**config.mk**
```make
export PLATFORM = sky130hd
export DESIGN_NAME = ucsf_status
export DESIGN_NICKNAME = d
export VERILOG_FILES = /design/src/pkg/ucsf_pkg.sv /design/src/logic/ucsf_sync.sv /design/src/logic/ucsf_status.sv
export SDC_FILE = /design/constraint.sdc
export NUM_CORES = 1
export LEC_CHECK = 0
export ABC_AREA = 1
export BUFFER_PORTS_ARGS = -buffer_cell sky130_fd_sc_hd__buf_4
export CORE_ASPECT_RATIO = 1.25
export CORE_UTILIZATION = 40
export CTS_CLUSTER_SIZE = 25
export DETAILED_ROUTE_END_ITERATION = 10
export SLEW_MARGIN = 30
export SYNTH_ARGS = -nofsm -noshare
export SYNTH_HDL_FRONTEND = slang
export SYNTH_HIERARCHICAL = 1
export SYNTH_SLANG_ARGS = --single-unit
export TNS_END_PERCENT = 20
```
**constraint.sdc**
```tcl
create_clock -name clk -period 4.15 [get_ports clk]
set_clock_uncertainty 0.2 [all_clocks]
set_input_delay 0.6225 -clock clk [delete_from_list [all_inputs] [get_ports clk]]
set_output_delay 0.6225 -clock clk [all_outputs]
set_load 0.03 [all_outputs]
```
**src/pkg/ucsf_pkg.sv**
```systemverilog
`default_nettype none
package ucsf_pkg;
   // Register offsets.
   localparam logic [3:0] CMD_OFS = 4'h0;
   localparam logic [3:0] STATUS_OFS = 4'h1;
   localparam logic [3:0] MASK_OFS = 4'h2;
   localparam logic [3:0] TIMEOUT_OFS = 4'h3;
   localparam logic [3:0] RHR_OFS = 4'h4;
   localparam logic [3:0] THR_OFS = 4'h5;
   // Status bit positions.
   localparam int RECEIVER_READY_FLAG_BIT = 0;
   localparam int TRANSMITTER_READY_FLAG_BIT = 1;
   localparam int BRK_BIT = 2;
   localparam int OVR_BIT = 5;
   localparam int FRAME_BIT = 6;
   localparam int PAR_BIT = 7;
   localparam int TOUT_BIT = 8;
   localparam int TXEMPTY_BIT = 9;
   // Command bit positions.
   localparam int CMD_RESET_STATUS_COMMAND_BIT = 0;
   localparam int CMD_START_TIMEOUT_COMMAND_BIT = 1;
   localparam int CMD_START_BREAK_COMMAND_BIT = 2;
   localparam int CMD_STPBRK_BIT = 3;
   localparam int CMD_RXEN_BIT = 4;
   localparam int CMD_RXDIS_BIT = 5;
   localparam int CMD_TXEN_BIT = 6;
   localparam int CMD_TXDIS_BIT = 7;
   // Reset values.
   localparam logic [9:0] STATUS_RST = 10'h000;
   localparam logic [9:0] MASK_RST = 10'h000;
   localparam logic [7:0] TIMEOUT_RST = 8'h00;
   localparam logic [7:0] DATA_RST = 8'h00;
   // Timing: shifting one character out takes this many clock cycles.
   localparam logic [7:0] SHIFT_CYCLES = 8'h0a;
endpackage
`default_nettype wire

```
**src/logic/ucsf_sync.sv**
```systemverilog
`default_nettype none
module ucsf_sync (
   input wire logic clk,
   input wire logic rst,
   input wire logic din,
   output logic dout
);
   logic [2:0] stage;
   logic outReg;
   always_ff @(posedge clk or posedge rst) begin
      if (rst) begin
         stage <= 3'h0;
         outReg <= 1'b0;
      end else begin
         stage <= {stage[1:0], din};
         if (stage[1] == stage[2]) begin
            outReg <= stage[2];
         end
      end
   end
   assign dout = outReg;
endmodule
`default_nettype wire

```
**src/logic/ucsf_status.sv**
```systemverilog
// Decided for this implementation: the placing of the registers and the plain strobed port.
`default_nettype none
//
// Behaviour
// - Transmitter empty is one only when holding and shift registers are empty.
// - Timeout flag sets on expiry after start-timeout; zero timeout value reads zero.
// - Parity error flag sets on a parity error while the receiver is enabled, until reset-status.
// - Framing flag sets when a stop bit is sampled low until reset-status.
// - Overrun flag sets on receive overrun until reset-status.
// - Break flag sets on break start and break end until reset-status.
// - Transmitter ready drops on holding register write, one when holding empty.
// - Transmitter ready is zero while break pending or transmitter disabled.
// - Receiver ready sets on complete character, cleared by holding register read.
// - Receiver ready reads zero while disabled; pending character shows on re-enable.
module ucsf_status #(
   parameter int TIMEOUT_W = 8
) (
   input wire logic clk,
   input wire logic rst,
   input wire logic [3:0] regAddr,
   input wire logic [31:0] regWdata,
   input wire logic regWr,
   input wire logic regRd,
   output logic [31:0] regRdata,
   input wire logic rxLine,
   input wire logic [7:0] rxChar,
   input wire logic rxCharDone,
   input wire logic rxParityErr,
   input wire logic rxStopLow,
   input wire logic rxBreakEdge,
   input wire logic rxBitTick,
   output logic [7:0] txChar,
   output logic txShiftBusy,
   output logic txBreakActive,
   output logic irq
);
   typedef enum {TX_IDLE, TX_SHIFT, TX_BREAK} ucsf_txst_t;
   typedef struct packed {
      logic [9:0] status;
      logic [9:0] mask;
      logic [TIMEOUT_W-1:0] toValue;
      logic [TIMEOUT_W-1:0] toCount;
      logic toArmed;
      logic rxEn;
      logic txEn;
      logic rxPending;
      logic [7:0] rxData;
      logic thrFull;
      logic [7:0] thrData;
      logic [7:0] shiftData;
      logic [7:0] shiftCnt;
      logic brkReq;
      ucsf_txst_t txState;
      logic [31:0] rdata;
      logic shiftBusy;
      logic brkActive;
      logic irq;
   } ucsf_state_t;

   ucsf_state_t st_reg;
   ucsf_state_t st_next;
   logic lineSync;

   // ------------------------------------------------------------
   // Line input synchroniser.
   // ------------------------------------------------------------
   ucsf_sync uLineSync (
      .clk(clk),
      .rst(rst),
      .din(rxLine),
      .dout(lineSync)
   );

   function automatic logic wrAt(input logic [3:0] a, input logic [3:0] ofs, input logic w);
      wrAt = w && (a == ofs);
   endfunction

   // ------------------------------------------------------------
   // Next-state logic.
   // ------------------------------------------------------------
   always_comb begin
      logic cmdWr;
      logic reset_status_command;
      logic [9:0] rawStatus;
      cmdWr = wrAt(regAddr, ucsf_pkg::CMD_OFS, regWr);
      reset_status_command = cmdWr && regWdata[ucsf_pkg::CMD_RESET_STATUS_COMMAND_BIT];
      rawStatus = 10'h000;
      st_next = st_reg;

      if (cmdWr && regWdata[ucsf_pkg::CMD_RXEN_BIT]) begin
         st_next.rxEn = 1'b1;
      end
      if (cmdWr && regWdata[ucsf_pkg::CMD_RXDIS_BIT]) begin
         st_next.rxEn = 1'b0;
      end
      if (cmdWr && regWdata[ucsf_pkg::CMD_TXEN_BIT]) begin
         st_next.txEn = 1'b1;
      end
      if (cmdWr && regWdata[ucsf_pkg::CMD_TXDIS_BIT]) begin
         st_next.txEn = 1'b0;
      end
      if (wrAt(regAddr, ucsf_pkg::MASK_OFS, regWr)) begin
         st_next.mask = regWdata[9:0];
      end
      if (wrAt(regAddr, ucsf_pkg::TIMEOUT_OFS, regWr)) begin
         st_next.toValue = regWdata[TIMEOUT_W-1:0];
      end

      // Error flags: clear first so a same-cycle event still sets.
      if (reset_status_command) begin
         st_next.status[ucsf_pkg::PAR_BIT] = 1'b0;
         st_next.status[ucsf_pkg::FRAME_BIT] = 1'b0;
         st_next.status[ucsf_pkg::OVR_BIT] = 1'b0;
         st_next.status[ucsf_pkg::BRK_BIT] = 1'b0;
      end
      if (st_reg.rxEn && rxParityErr) begin
         st_next.status[ucsf_pkg::PAR_BIT] = 1'b1;
      end
      if (st_reg.rxEn && rxStopLow) begin
         st_next.status[ucsf_pkg::FRAME_BIT] = 1'b1;
      end
      if (st_reg.rxEn && rxBreakEdge) begin
         st_next.status[ucsf_pkg::BRK_BIT] = 1'b1;
      end

      // Receive holding register; pending survives a disable.
      if (regRd && regAddr == ucsf_pkg::RHR_OFS) begin
         st_next.rxPending = 1'b0;
      end
      if (st_reg.rxEn && rxCharDone) begin
         if (st_reg.rxPending && !(regRd && regAddr == ucsf_pkg::RHR_OFS)) begin
            st_next.status[ucsf_pkg::OVR_BIT] = 1'b1;
         end
         st_next.rxPending = 1'b1;
         st_next.rxData = rxChar;
      end

      // Receive timeout counts idle bit times on a high line.
      if (st_reg.toArmed && st_reg.toValue != '0 && rxBitTick && lineSync) begin
         st_next.toCount = st_reg.toCount + 1'b1;
         if (st_reg.toCount + 1'b1 >= st_reg.toValue) begin
            st_next.toArmed = 1'b0;
            st_next.status[ucsf_pkg::TOUT_BIT] = 1'b1;
         end
      end
      if (!lineSync || rxCharDone) begin
         st_next.toCount = '0;
      end
      if (cmdWr && regWdata[ucsf_pkg::CMD_START_TIMEOUT_COMMAND_BIT]) begin
         st_next.status[ucsf_pkg::TOUT_BIT] = 1'b0;
         st_next.toArmed = 1'b1;
         st_next.toCount = '0;
      end
      if (st_reg.toValue == '0) begin
         st_next.status[ucsf_pkg::TOUT_BIT] = 1'b0;
      end

      // Transmit side.
      if (cmdWr && regWdata[ucsf_pkg::CMD_START_BREAK_COMMAND_BIT]) begin
         st_next.brkReq = 1'b1;
      end
      case (st_reg.txState)
         TX_IDLE: begin
            if (st_reg.txEn && st_reg.brkReq) begin
               st_next.txState = TX_BREAK;
            end else if (st_reg.txEn && st_reg.thrFull) begin
               st_next.thrFull = 1'b0;
               st_next.shiftData = st_reg.thrData;
               st_next.shiftCnt = ucsf_pkg::SHIFT_CYCLES;
               st_next.txState = TX_SHIFT;
            end
         end
         TX_SHIFT: begin
            st_next.shiftCnt = st_reg.shiftCnt - 8'h01;
            if (st_reg.shiftCnt == 8'h01) begin
               st_next.txState = TX_IDLE;
            end
         end
         TX_BREAK: begin
            if (cmdWr && regWdata[ucsf_pkg::CMD_STPBRK_BIT]) begin
               st_next.brkReq = 1'b0;
               st_next.txState = TX_IDLE;
            end
         end
         default: begin
            st_next.txState = TX_IDLE;
         end
      endcase
      // A holding write after the load wins, so a character written as the old one moves is kept.
      if (wrAt(regAddr, ucsf_pkg::THR_OFS, regWr) && st_reg.txEn) begin
         st_next.thrFull = 1'b1;
         st_next.thrData = regWdata[7:0];
      end
      if (!st_next.txEn) begin
         st_next.thrFull = 1'b0;
      end

      // Derived flags.
      st_next.status[ucsf_pkg::RECEIVER_READY_FLAG_BIT] = st_next.rxEn && st_next.rxPending;
      st_next.status[ucsf_pkg::TRANSMITTER_READY_FLAG_BIT] = st_next.txEn && !st_next.thrFull
         && !st_next.brkReq;
      st_next.status[ucsf_pkg::TXEMPTY_BIT] = st_next.txEn && !st_next.thrFull
         && st_next.txState == TX_IDLE;
      st_next.shiftBusy = (st_next.txState == TX_SHIFT);
      st_next.brkActive = (st_next.txState == TX_BREAK);
      rawStatus = st_next.status & st_next.mask;
      st_next.irq = |rawStatus;

      st_next.rdata = 32'h0000_0000;
      if (regRd) begin
         case (regAddr)
            ucsf_pkg::STATUS_OFS: st_next.rdata = {22'h0, st_reg.status};
            ucsf_pkg::MASK_OFS: st_next.rdata = {22'h0, st_reg.mask};
            ucsf_pkg::TIMEOUT_OFS: st_next.rdata = 32'(st_reg.toValue);
            ucsf_pkg::RHR_OFS: st_next.rdata = {24'h000000, st_reg.rxData};
            default: st_next.rdata = 32'h0000_0000;
         endcase
      end
   end

   // ------------------------------------------------------------
   // State register.
   // ------------------------------------------------------------
   always_ff @(posedge clk or posedge rst) begin
      if (rst) begin
         st_reg <= '{status: ucsf_pkg::STATUS_RST, mask: ucsf_pkg::MASK_RST,
            toValue: '0, toCount: '0, toArmed: 1'b0, rxEn: 1'b0, txEn: 1'b0,
            rxPending: 1'b0, rxData: ucsf_pkg::DATA_RST, thrFull: 1'b0,
            thrData: ucsf_pkg::DATA_RST, shiftData: ucsf_pkg::DATA_RST,
            shiftCnt: 8'h00, brkReq: 1'b0, txState: TX_IDLE,
            rdata: 32'h0000_0000, shiftBusy: 1'b0, brkActive: 1'b0, irq: 1'b0};
      end else begin
         st_reg <= st_next;
      end
   end

   assign regRdata = st_reg.rdata;
   assign txChar = st_reg.shiftData;
   assign txShiftBusy = st_reg.shiftBusy;
   assign txBreakActive = st_reg.brkActive;
   assign irq = st_reg.irq;
endmodule
`default_nettype wire

```
==> run metrics <==
clock sinks 121; Adder-Cell Fraction of Synth Area 0.02512; GRT overflow 0; CTS buffer count 17; clock root cell clkbuf_16; H-tree Lvls 4; Layout Area Growth over Synthesis 19.89%; WP data arrival 2.74 ns; final setup fails 0; first-pass GRT wire length 19.11 mm; Compound-Gate Fraction of Synth Area 0.08016; mux cell area share after synthesis 0.02192; RSZ-0062 raised after global routing false; post-layout min period 2.602 ns; max reg flops 96; Mapped Cells 574; Pwr Total 0.003172 W; Unique masters post-synth 41; GRT Util Overall 0.1787; clk_lat worst skew 0.41 ns; WP data required 4.29 ns; setup total negative slack 0 ns; Final Hold Viols 0; Chip Width 106.7 um; Initial DRT Pass Iterations 4; fin crit share 0.6270; FILL cells 1251; I/O Buffers 52; diodes inserted 0; buffer count from post-CTS setup fixing 0; status complete, no violations; CTS resizes 0; vias 3830; total area of sequential cells 3028 um^2; DRC viols 0; largest net degree at the start of global routing 73; layout cells sized above 1 0.1647; nets 721; die height 132.9 um; Post-synth EDFFs 0; core outline area 13290 um^2; RD Place Congestion 0.8573; Seq cells post-synth 121; Worst-Margin Slew 0.6432 ns; sequential area share after synthesis 0.5526; initial antenna violation count 0; worst setup path class reg -> reg; fin cells 839; Pins Over Slew Limit 0; ys async rst share 1.000; Synth Area in Simple Gates 0.1916; Reg clk slew, reported paths 0.06 ns; Initial Util 0.4123; CTS tree yes; Worst Setup End Kind flip-flop; Vias/cell 4.565; CP startpoint kind flip-flop; LEAKAGE 3.441 nW; synth warn 6; Worst Path Max Fanout 5; Worst Hold Slack 0.1192 ns; largest family of logic cells by synthesized area simple AND/OR/NAND/NOR gates; total routed wirelength 11.42 mm; drt wl/cell 13.61 um; Max-cap violations 0; Max rail drop VDD 287.2 uV; fmax 0.3843 GHz; row count 47; Cell Pwr Density 482.9 nW/um^2; Post-Syn Area per Cell 9.545 um^2; clk buf depth 2; post-route ant nets 0; hold crit path type in -> reg; Top Ports 97; placed cells 807; Detailed Route Iter0 Violations 215; area of the mapped netlist 5479 um^2; dpl hpwl 8.558 mm; DIE AREA 14170 um^2; area of the multi-input gates 2029 um^2; vias in the first global route 3919; XOR/XNOR Fraction of Synth Area 0.01599; Worst slew margin 0.5712; ys flop type dfrtp_1
-- final cells by class --
type                       count  area share
clock buffer                  18     0.06533
clock inverter                13     0.02362
inverter                      78     0.04533
multi-input combinational    383      0.3090
sequential                   121      0.4610
tap                          171     0.03257
timing repair buffer          55     0.06324
-- worst paths after layout --
path                               startpoint                 end  slack, ns  depth (start not counted)
max                               st_reg[105]                 irq       1.55                         15
min                                    rxLine  uLineSync/stage[0]       0.12                          1
max reg2reg                       st_reg[105]                 irq       1.55                         15
min reg2reg                uLineSync/stage[0]  uLineSync/stage[1]       0.15                          0
max in group asynchronous                 rst          st_reg[39]       2.28                          4
min in group asynchronous                 rst  uLineSync/stage[0]       0.47                          3
-- through the flow --
step	utilization	setup slack, ns	cell area [um^2]
3_5_place_dp	0.4494	1.552	5972
2_1_floorplan	-	0.2267	5670
4_1_cts	0.4941	1.526	6566
5_1_grt	0.4943	1.292	6569
6_report	0.4943	1.548	6569
3_3_place_gp	0.4494	1.619	5972
-- logic make-up after synthesis --
group	after synthesis
AND/OR/NAND/NOR	224
AO/OA/AOI/OAI	76
XOR/XNOR	10
buffers and inverters	121
other	1
adder cells (fa/ha/maj)	11
multiplexers	10
flip-flops	121
-- power breakdown --
group	internal [W]	switching (W)	total (W)
clock network	0.000934	0.000515	0.00145
registers	0.00130	0.0000763	0.00137
logic	0.000118	0.000232	0.000350
total	0.00235	0.000824	0.00317
-- layer usage --
layer / part of all wire / global-route usage / up-vias
met5: 0 / 0 / -
met4: 0.015 / 0.06697 / 0
met3: 0.034 / 0.04926 / 12
met2: 0.52 / 0.3061 / 74
met1: 0.44 / 0.2124 / 1822
li1: - / - / 1922
-- what timing repair did --
item,CTS,global route
hold buffers,1,0
endpoints found under the setup margin,0,0
hold endpoints to repair,4,0
-- synth_stat cells (all sizes together) (2+ instances only) --
cell type | n | area (um^2)
o21ai | 45 | 229.0
a221oi | 6 | 52.55
nand4 | 7 | 58.81
o22ai | 8 | 50.05
a21oi | 10 | 50.05
buf | 42 | 316.6
nand3 | 35 | 205.2
nand2 | 119 | 461.7
mux2 | 10 | 120.1
o221ai | 2 | 17.52
ha | 11 | 137.6
xor2 | 10 | 87.58
nor3 | 4 | 31.28
nor2 | 55 | 254.0
dfrtp | 121 | 3028
inv | 77 | 289.0
-- critical path, stage by stage (launching register included) --
cell and delay (ns):
dfrtp_1 0.42, ha_1 0.23, nand3_1 0.13, nor2_1 0.12, nand2_1 0.07, xor2_1 0.19
inv_1 0.07, ha_1 0.27, nand2_1 0.06, nor2_1 0.16, nand4_1 0.10, nand3_1 0.09
nand2_1 0.07, nand2_1 0.11, nand3_1 0.12, nand4_1 0.13
-- cell usage in the layout, fill, tap and decap left out, types with 11 or more instances in the layout --
master     instances
nor2_1            51
clkbuf_16         17
nand3_1           32
inv_1             76
o21ai_0           39
buf_4             54
dfrtp_1          121
conb_1            52
nand2_1          115
ha_1              11
Power figures use the tool's default switching activity.
